`config.mk`:
```
export PLATFORM = sky130hd
export DESIGN_NAME = siit_timer
export DESIGN_NICKNAME = d
export VERILOG_FILES = /design/src/logic/siit_pkg.sv /design/src/logic/siit_channel.sv /design/src/logic/siit_timer.sv
export VERILOG_INCLUDE_DIRS = /design/src /design/src/logic
export SDC_FILE = /design/constraint.sdc
export NUM_CORES = 1
export LEC_CHECK = 0
export BUFFER_PORTS_ARGS = -buffer_cell sky130_fd_sc_hd__clkbuf_2
export CORE_MARGIN = 2
export CORE_UTILIZATION = 50
export CTS_BUF_LIST = sky130_fd_sc_hd__clkbuf_4 sky130_fd_sc_hd__clkbuf_8
export CTS_CLUSTER_DIAMETER = 40
export DETAILED_ROUTE_END_ITERATION = 6
export MAX_ROUTING_LAYER = met4
export PLACE_DENSITY = 0.69
export SLEW_MARGIN = 10
export SYNTH_ARGS = -nofsm -noshare
export SYNTH_HDL_FRONTEND = slang
export SYNTH_SLANG_ARGS = --single-unit
```
`constraint.sdc`:
```
create_clock -name CLK_SYS_IN -period 6.3 [get_ports CLK_SYS_IN]
set_clock_uncertainty 0.15 [all_clocks]
set_input_delay 0.315 -clock CLK_SYS_IN [delete_from_list [all_inputs] [get_ports CLK_SYS_IN]]
set_output_delay 0.315 -clock CLK_SYS_IN [all_outputs]
set_load 0.01 [all_outputs]
```
`src/logic/siit_cfg.svh`:
```
// constants for the scheduled interrupt interval timer
`ifndef SIIT_CFG_SVH
`define SIIT_CFG_SVH
`define SIIT_UNIT_OFFSET      8'hc3
`define SIIT_UNIT_RESET       4'h0
`define SIIT_UNIT_10MS        4'h0
`define SIIT_UNIT_1MS         4'h1
`define SIIT_UNIT_100US       4'h2
`define SIIT_CLK_NS           4
`define SIIT_TICK_10MS_NS     10000000
`define SIIT_TICK_1MS_NS      1000000
`define SIIT_TICK_100US_NS    100000
`define SIIT_TICK_10MS_CYC    (`SIIT_TICK_10MS_NS / `SIIT_CLK_NS)
`define SIIT_TICK_1MS_CYC     (`SIIT_TICK_1MS_NS / `SIIT_CLK_NS)
`define SIIT_TICK_100US_CYC   (`SIIT_TICK_100US_NS / `SIIT_CLK_NS)
`define SIIT_CODE_CH0         5'h04
`define SIIT_CODE_CH1         5'h05
`define SIIT_CODE_CH0_RST     5'h0e
`define SIIT_CODE_CH1_RST     5'h0f
`define SIIT_MIN_FAST         16'h0002
`define SIIT_MIN_SLOW         16'h0005
`define SIIT_MAX_100US        16'h270f
`endif

```
`src/logic/siit_pkg.sv`:
```
// types for the scheduled interrupt interval timer
package siit_pkg;
  typedef enum logic [1:0] {
    SIIT_OP_IDLE   = 2'b00,
    SIIT_OP_SET    = 2'b01,
    SIIT_OP_READ   = 2'b10,
    SIIT_OP_CLEAR  = 2'b11
  } siit_op_t;
  typedef enum logic [0:0] {
    SIIT_CH_OFF = 1'b0,
    SIIT_CH_RUN = 1'b1
  } siit_ch_state_t;
endpackage : siit_pkg

```
`src/logic/siit_channel.sv`:
```
// one scheduled interrupt channel: interval counter and pulse
`timescale 1ns/1ns
`include "siit_cfg.svh"
module siit_channel
  import siit_pkg::*;
(
  input  wire logic        clk,
  input  wire logic        rst_b,
  input  wire logic        tick,
  input  wire logic        start,
  input  wire logic        clear_cnt,
  input  wire logic        stop,
  input  wire logic [15:0] interval,
  output logic             running,
  output logic [15:0]      elapsed,
  output logic             fire
);
  siit_ch_state_t state_r, state_nxt;
  logic [15:0]    cnt_r, cnt_nxt;
  logic           fire_r, fire_nxt;

  // next state: counts ticks, fires and reloads at the interval
  always_comb begin
    state_nxt = state_r;
    cnt_nxt   = cnt_r;
    fire_nxt  = 1'b0;
    if (clear_cnt) begin
      cnt_nxt = 16'h0000; // RULE_05
    end
    case (state_r)
      SIIT_CH_OFF: begin
        if (start) begin
          state_nxt = SIIT_CH_RUN; // RULE_04
        end
      end
      SIIT_CH_RUN: begin
        if (stop) begin
          state_nxt = SIIT_CH_OFF; // RULE_12
        end else if (tick && !clear_cnt) begin
          // counter holds elapsed units since the last clear or last interrupt
          if (cnt_r + 16'h0001 >= interval) begin
            cnt_nxt  = 16'h0000; // RULE_13
            fire_nxt = 1'b1; // RULE_07
          end else begin
            cnt_nxt = cnt_r + 16'h0001; // RULE_09
          end
        end
      end
      default: state_nxt = SIIT_CH_OFF;
    endcase
  end

  always_ff @(posedge clk or negedge rst_b) begin
    if (!rst_b) begin
      state_r <= SIIT_CH_OFF;
      cnt_r   <= 16'h0000;
      fire_r  <= 1'b0;
    end else begin
      state_r <= state_nxt;
      cnt_r   <= cnt_nxt;
      fire_r  <= fire_nxt;
    end
  end

  assign running = (state_r == SIIT_CH_RUN);
  assign elapsed = cnt_r;
  assign fire    = fire_r;
endmodule : siit_channel

```
`src/logic/siit_timer.sv`:
```
// scheduled interrupt interval timer top level
//
// Notes on behaviour
// [RULE_01] unit field: 0 is 10 ms, 1 is 1 ms, 2 is 0.1 ms; resets to 0
// [RULE_02] period equals unit times the interval given with the set command
// [RULE_03] at 0.1 ms unit, accept 0.2 (fast) or 0.5 ms up to 999.9 ms
// [RULE_04] set codes 4 and 5 start channel 0 or 1, counter kept
// [RULE_05] set codes 14 and 15 clear the counter then start the channel
// [RULE_06] software issues clear command after normal start for a fixed first delay
// [RULE_07] interval is time between two successive interrupts on one channel
// [RULE_08] read codes 4 and 5 give interval, 14 and 15 give live counter
// [RULE_09] counter shows time since start or since the last interrupt; a start with set codes 4 and 5 keeps the old count
// [RULE_10] counter is read back in the selected time unit
// [RULE_11] one-shot: software sets output, reset-starts, clears it in the handler
// [RULE_12] a prohibit command stops interrupts of that channel
// [RULE_13] a running channel fires every interval and reloads until prohibited
`timescale 1ns/1ns
`include "siit_cfg.svh"
module siit_timer
  import siit_pkg::*;
#(
  parameter int TICK_10MS_CYC  = `SIIT_TICK_10MS_CYC,
  parameter int TICK_1MS_CYC   = `SIIT_TICK_1MS_CYC,
  parameter int TICK_100US_CYC = `SIIT_TICK_100US_CYC,
  parameter bit FAST_VARIANT   = 1'b0
)
(
  // clock and reset
  input  wire logic        CLK_SYS_IN,
  input  wire logic        RST_B_IN,
  // setup register port
  input  wire logic        SETUP_WR_IN,
  input  wire logic [7:0]  SETUP_ADDR_IN,
  input  wire logic [3:0]  SETUP_WDATA_IN,
  output logic      [3:0]  SETUP_RDATA_OUT,
  // command port
  input  wire logic        CMD_VALID_IN,
  input  wire siit_op_t    CMD_OP_IN,
  input  wire logic [4:0]  CMD_CODE_IN,
  input  wire logic        CMD_PROHIBIT_IN,
  input  wire logic [15:0] CMD_INTERVAL_IN,
  output logic             CMD_DONE_OUT,
  output logic             CMD_ERROR_OUT,
  output logic [15:0]      CMD_RDATA_OUT,
  // scheduled interrupts
  output logic [1:0]       SCHED_IRQ_OUT,
  output logic [1:0]       CH_RUNNING_OUT
);
  logic [3:0]  unit_r, unit_nxt;
  logic [3:0]  unit_rd_r, unit_rd_nxt;
  logic [15:0] ival_r [2];
  logic [15:0] ival_nxt [2];
  logic [31:0] pre_r, pre_nxt;
  logic        tick_r, tick_nxt;
  logic        done_r, done_nxt;
  logic        err_r, err_nxt;
  logic [15:0] rdata_r, rdata_nxt;
  logic [1:0]  irq_r, irq_nxt;
  logic [1:0]  run_r, run_nxt;
  logic [1:0]  start, clear_cnt, stop, running, fire;
  logic [15:0] elapsed [2];

  // prescaler length for the selected unit
  function automatic logic [31:0] unit_cycles(input logic [3:0] u);
    case (u)
      `SIIT_UNIT_1MS:   unit_cycles = 32'(TICK_1MS_CYC);
      `SIIT_UNIT_100US: unit_cycles = 32'(TICK_100US_CYC);
      default:          unit_cycles = 32'(TICK_10MS_CYC);
    endcase
  endfunction : unit_cycles

  // interval range check; only the 0.1 ms unit has a documented range
  function automatic logic interval_ok(input logic [3:0] u, input logic [15:0] v);
    logic [15:0] lo;
    lo = FAST_VARIANT ? `SIIT_MIN_FAST : `SIIT_MIN_SLOW;
    if (u == `SIIT_UNIT_100US) begin
      interval_ok = (v >= lo) && (v <= `SIIT_MAX_100US); // RULE_03
    end else begin
      interval_ok = (v != 16'h0000);
    end
  endfunction : interval_ok

  // command decode into channel controls
  always_comb begin
    start     = 2'b00;
    clear_cnt = 2'b00;
    stop      = 2'b00;
    if (CMD_VALID_IN && CMD_OP_IN == SIIT_OP_SET) begin
      case (CMD_CODE_IN)
        `SIIT_CODE_CH0, `SIIT_CODE_CH1: begin
          if (CMD_PROHIBIT_IN) begin
            stop[CMD_CODE_IN[0]] = 1'b1; // RULE_12
          end else if (interval_ok(unit_r, CMD_INTERVAL_IN)) begin
            start[CMD_CODE_IN[0]] = 1'b1; // RULE_04
          end
        end
        `SIIT_CODE_CH0_RST, `SIIT_CODE_CH1_RST: begin
          if (CMD_PROHIBIT_IN) begin
            stop[CMD_CODE_IN[0]] = 1'b1; // RULE_12
          end else if (interval_ok(unit_r, CMD_INTERVAL_IN)) begin
            start[CMD_CODE_IN[0]]     = 1'b1;
            clear_cnt[CMD_CODE_IN[0]] = 1'b1; // RULE_05
          end
        end
        default: ;
      endcase
    end else if (CMD_VALID_IN && CMD_OP_IN == SIIT_OP_CLEAR) begin
      // clear command resets the interval counter for a fixed first delay
      case (CMD_CODE_IN)
        `SIIT_CODE_CH0, `SIIT_CODE_CH1: clear_cnt[CMD_CODE_IN[0]] = 1'b1; // RULE_06
        default: ;
      endcase
    end
  end

  // register, prescaler and answer next values
  always_comb begin
    unit_nxt    = unit_r;
    unit_rd_nxt = unit_r;
    ival_nxt    = ival_r;
    pre_nxt     = pre_r;
    tick_nxt    = 1'b0;
    done_nxt    = 1'b0;
    err_nxt     = 1'b0;
    rdata_nxt   = rdata_r;
    irq_nxt     = fire;
    run_nxt     = running;
    if (SETUP_WR_IN && SETUP_ADDR_IN == `SIIT_UNIT_OFFSET) begin
      unit_nxt = SETUP_WDATA_IN; // RULE_01
    end
    // shared unit prescaler; the unit sets tick spacing for both channels
    if (pre_r + 32'h0000_0001 >= unit_cycles(unit_r)) begin
      pre_nxt  = 32'h0000_0000;
      tick_nxt = 1'b1; // RULE_02
    end else begin
      pre_nxt = pre_r + 32'h0000_0001;
    end
    if (CMD_VALID_IN) begin
      done_nxt = 1'b1;
      case (CMD_OP_IN)
        SIIT_OP_SET: begin
          if (CMD_CODE_IN != `SIIT_CODE_CH0 && CMD_CODE_IN != `SIIT_CODE_CH1 &&
              CMD_CODE_IN != `SIIT_CODE_CH0_RST && CMD_CODE_IN != `SIIT_CODE_CH1_RST) begin
            err_nxt = 1'b1;
          end else if (!CMD_PROHIBIT_IN) begin
            if (interval_ok(unit_r, CMD_INTERVAL_IN)) begin
              ival_nxt[CMD_CODE_IN[0]] = CMD_INTERVAL_IN; // RULE_02
            end else begin
              err_nxt = 1'b1; // RULE_03
            end
          end
        end
        SIIT_OP_READ: begin
          case (CMD_CODE_IN)
            `SIIT_CODE_CH0, `SIIT_CODE_CH1: rdata_nxt = ival_r[CMD_CODE_IN[0]]; // RULE_08
            // counter counts whole units of the selected unit
            `SIIT_CODE_CH0_RST, `SIIT_CODE_CH1_RST: begin
              rdata_nxt = elapsed[CMD_CODE_IN[0]]; // RULE_10
            end
            default: begin
              rdata_nxt = 16'h0000;
              err_nxt   = 1'b1;
            end
          endcase
        end
        SIIT_OP_CLEAR: begin
          if (CMD_CODE_IN != `SIIT_CODE_CH0 && CMD_CODE_IN != `SIIT_CODE_CH1) begin
            err_nxt = 1'b1;
          end
        end
        default: err_nxt = 1'b1;
      endcase
    end
  end

  always_ff @(posedge CLK_SYS_IN or negedge RST_B_IN) begin
    if (!RST_B_IN) begin
      unit_r    <= `SIIT_UNIT_RESET;
      unit_rd_r <= `SIIT_UNIT_RESET;
      ival_r    <= '{16'h0000, 16'h0000};
      pre_r     <= 32'h0000_0000;
      tick_r    <= 1'b0;
      done_r    <= 1'b0;
      err_r     <= 1'b0;
      rdata_r   <= 16'h0000;
      irq_r     <= 2'b00;
      run_r     <= 2'b00;
    end else begin
      unit_r    <= unit_nxt;
      unit_rd_r <= unit_rd_nxt;
      ival_r    <= ival_nxt;
      pre_r     <= pre_nxt;
      tick_r    <= tick_nxt;
      done_r    <= done_nxt;
      err_r     <= err_nxt;
      rdata_r   <= rdata_nxt;
      irq_r     <= irq_nxt;
      run_r     <= run_nxt;
    end
  end

  // two identical channels; interval taken from the command when starting
  for (genvar i = 0; i < 2; i++) begin : g_ch
    siit_channel u_ch (
      .clk       (CLK_SYS_IN),
      .rst_b     (RST_B_IN),
      .tick      (tick_r),
      .start     (start[i]),
      .clear_cnt (clear_cnt[i]),
      .stop      (stop[i]),
      .interval  (start[i] ? CMD_INTERVAL_IN : ival_r[i]),
      .running   (running[i]),
      .elapsed   (elapsed[i]),
      .fire      (fire[i])
    );
  end

  assign SETUP_RDATA_OUT = unit_rd_r;
  assign CMD_DONE_OUT    = done_r;
  assign CMD_ERROR_OUT   = err_r;
  assign CMD_RDATA_OUT   = rdata_r;
  assign SCHED_IRQ_OUT   = irq_r; // RULE_13
  assign CH_RUNNING_OUT  = run_r;
endmodule : siit_timer
```
==> results.cfg <==
[synth]
yosysSeqAreaShare = 0.4262
synth.avg_cell_area_sq_um = 10.16
synth_area_leaders = dfrtp_1, ha_1, mux2_2
synth_top_area_frac = 0.4262
synth_largest_area_cell = dfrtp_1
ys.flop_type = dfrtp_1
netlist_area_sq_um = 7692
synth_cell_type_count = 64
synthArstFlopShare = 1.000
ys_warn_count = 0
synth_edf_count = 0
ys_ff_latch = 131
synthCells = 757

[pwr]
switchingPower_mw = 0.6024
internal_power_mw = 1.454
p_per_area_nw_per_um2 = 237.2
pwr-share-seq = 0.463
p_sw_frac = 0.2930
clockPowerShare = 0.351
p_comb_frac = 0.185
irDropWorstVdd_v = 0.0001796
p_leak_nw = 4.098

[sta]
worst_slack_ns = 1.475
setup_viol = 0
period_share = 0.7659
relSlewSlack = 0.1802
worst_slew_pin_slew_ns = 1.214
hold_ws_ns = 0.02632
rsz0062_at_grt = no
finalSetupTns_ns = 0
hold_violations = 0
fmax_mhz = 207.2
slew_viol_final = 0
period_minus_slack_ns = 4.825

[clock_network]
postCtsSetupBuffers = 0
clkTransAtPathRegs_ns = 0.07
cts_buffers = 17
clk-insertion-delay-late_ns = 0.46
cts_tree = yes
clockRootBuffer = clkbuf_8
clockBufferDepth = 2
postCtsHoldBufs = 8
htreeDepth = 4
cts.sinks = 131
cts-resized-gates = 0

[global_routing]
grtUsageTotal = 0.2512
antenna_found_initial = 0
grt_pass1_wl_um = 31020
grt_pass1_vias = 6125
grt_max_degree = 81
globalRouteOverflowTotal = 0

[route]
drc_errors = 0
viasPerCell = 6.013
first_pass_iters = 4
wirelength_um = 18850
detail-route-antenna-nets = 0
drt_iter0_markers = 386
wl_per_cell_um = 18.34
vias = 6181

[layout]
multi_input_area_sq_um = 4146
final_cell_area_sq_um = 8668
fin_nets = 918
area_growth_pct = 12.69
drive_gt1_frac = 0.2131
fill_cells = 1283
diodes = 0
ff_latch_area_sq_um = 3278
utilization = 0.5745

[placement]
io_buffers = 65
pre_cts_slack_ns = 1.513
dpl-instance-area_sq_um = 8193
gp_congestion = 0.9400
dp_hpwl_um = 13770

[outcome]
status = completed

[floorplanning]
io_pins = 66
coreArea_sq_um = 15090
die_w_um = 128.0
fp.dieArea_sq_um = 16390
start_util = 0.5098
die_y_um = 128.0
rows = 45

[worst_setup_path]
cp_top_family = simple AND/OR/NAND/NOR gates
crit_slowest_cell = nand2_1
path_buf_inv = 1
max_stage_delay_ns = 0.59
cp.required_ns = 6.52
path_common_cell = o21ai_0
worst_setup_path_end_kind = register
crit_chain = or4b_4, maj3_1, o22ai_2, nor3_1, nand2_1, mux2_2, ha_1, nand2b_1, a211oi_1, o21ai_0, a221o_1, a31oi_1, buf_4, nand3_1, o21ai_0
crit_fanout = 18
arrival_ns = 5.04
critPathKind = reg2reg
start_kind = register

[worst_hold_path]
hold_class = in2reg

[job]
max-cap-violations = 0
==> cell usage after synthesis (2+ instances only) <==
cell,n
and2_1,2
buf_2,7
o21a_1,2
dfrtp_1,131
a41oi_1,2
nor3b_1,4
ha_1,49
mux2_2,38
a32o_1,7
nor2b_1,7
a31oi_1,3
a21o_1,27
nor3b_2,11
and3_1,9
nor3_2,9
or2_2,6
a21oi_1,15
xnor2_1,33
a22oi_1,16
o31ai_1,4
o21bai_1,2
or3_1,2
a21boi_0,2
inv_1,44
o21ai_0,28
nand3_1,29
nand4_2,2
clkbuf_1,23
a211oi_1,21
nand4_1,16
and4_1,5
nor4_1,6
nor3_1,15
o41ai_1,4
a221oi_1,17
a211o_1,2
buf_6,3
a221o_1,2
xor2_1,16
nor4b_1,3
nand2_1,71
nand2b_1,5
nor2_1,36
==> state kept, by name (all words and copies together) (netlist names), 2 cells and up <==
name	count
g_ch.u_ch.running	2
ival_r	32
g_ch.u_ch.fire	2
g_ch.u_ch.elapsed	32
SETUP_RDATA_OUT	4
CMD_RDATA_OUT	16
pre_r	32
CH_RUNNING_OUT	2
SCHED_IRQ_OUT	2
unit_r	4
==> area by class of cell <==
class | instances | area share
Clock buffer | 25 | 0.03681
Clock inverter | 5 | 0.008661
Inverter | 44 | 0.01905
Multi-Input combinational cell | 557 | 0.4783
Sequential cell | 131 | 0.3782
Tap cell | 188 | 0.02714
Timing Repair Buffer | 78 | 0.05182
==> logic make-up after synthesis <==
kind of cell             Yosys count  share of synthesized area
multiplexers                      38                    0.05563
buffers and inverters             78                    0.04213
adder cells (fa/ha/maj)           50                    0.08100
XOR/XNOR                          49                    0.05579
flip-flops                       131                     0.4262
AND/OR/NAND/NOR                  248                     0.1849
AO/OA/AOI/OAI                    162                     0.1539
other                              1                  0.0004875
==> layer usage <==
| metal | wire (um) | up-vias | GRT usage |
|---|---|---|---|
| li1 | - | 2894 | - |
| met1 | 7998 | 3049 | 0.3088 |
| met2 | 9269 | 189 | 0.4020 |
| met3 | 984 | 49 | 0.05384 |
| met4 | 599 | 0 | 0.1092 |
| met5 | 0 | - | - |
==> path summary, 6_finish.rpt <==
check / startpoint / cells past startpoint / slack [ns] / to
worst max-delay path: unit_r[0] / 15 / 1.47 / g_ch[1].u_ch.elapsed[1]
worst min-delay path: CMD_INTERVAL_IN[2] / 2 / 0.03 / ival_r[2]
worst max register to register: unit_r[0] / 15 / 1.47 / g_ch[1].u_ch.elapsed[1]
worst min register to register: g_ch[1].u_ch.fire / 0 / 0.20 / SCHED_IRQ_OUT[1]
max in group asynchronous: RST_B_IN / 3 / 4.41 / pre_r[14]
min in group asynchronous: RST_B_IN / 2 / 0.21 / CMD_RDATA_OUT[13]
==> metrics by stage <==
stage               power (mW)  instances
floorplan                1.205        766
global placement         1.324        990
detailed placement       1.340        990
CTS                      2.068       1028
global route             2.162       1028
finish                   2.056       1028
==> placed cells by master, fill, tap and decap left out, drive strengths merged, types with 25 or more instances in the layout <==
cell type and n:
dfrtp 131, clkbuf 89, nand2 71, ha 49, inv 44, mux2 38, nor2 36, xnor2 33
nand3 29, o21ai 28, a21o 27, nor3 25
==> power by group through the flow <==
stage | Sequential [mW] | Combinational [mW] | Clock (mW)
final | 0.952 | 0.381 | 0.722
after global routing | 0.961 | 0.431 | 0.770
after CTS | 0.952 | 0.379 | 0.737
after detailed placement | 0.968 | 0.373 | 0
after global placement | 0.965 | 0.359 | 0
after floorplan | 0.952 | 0.254 | 0
No activity file was read; power rests on OpenSTA's default activity.
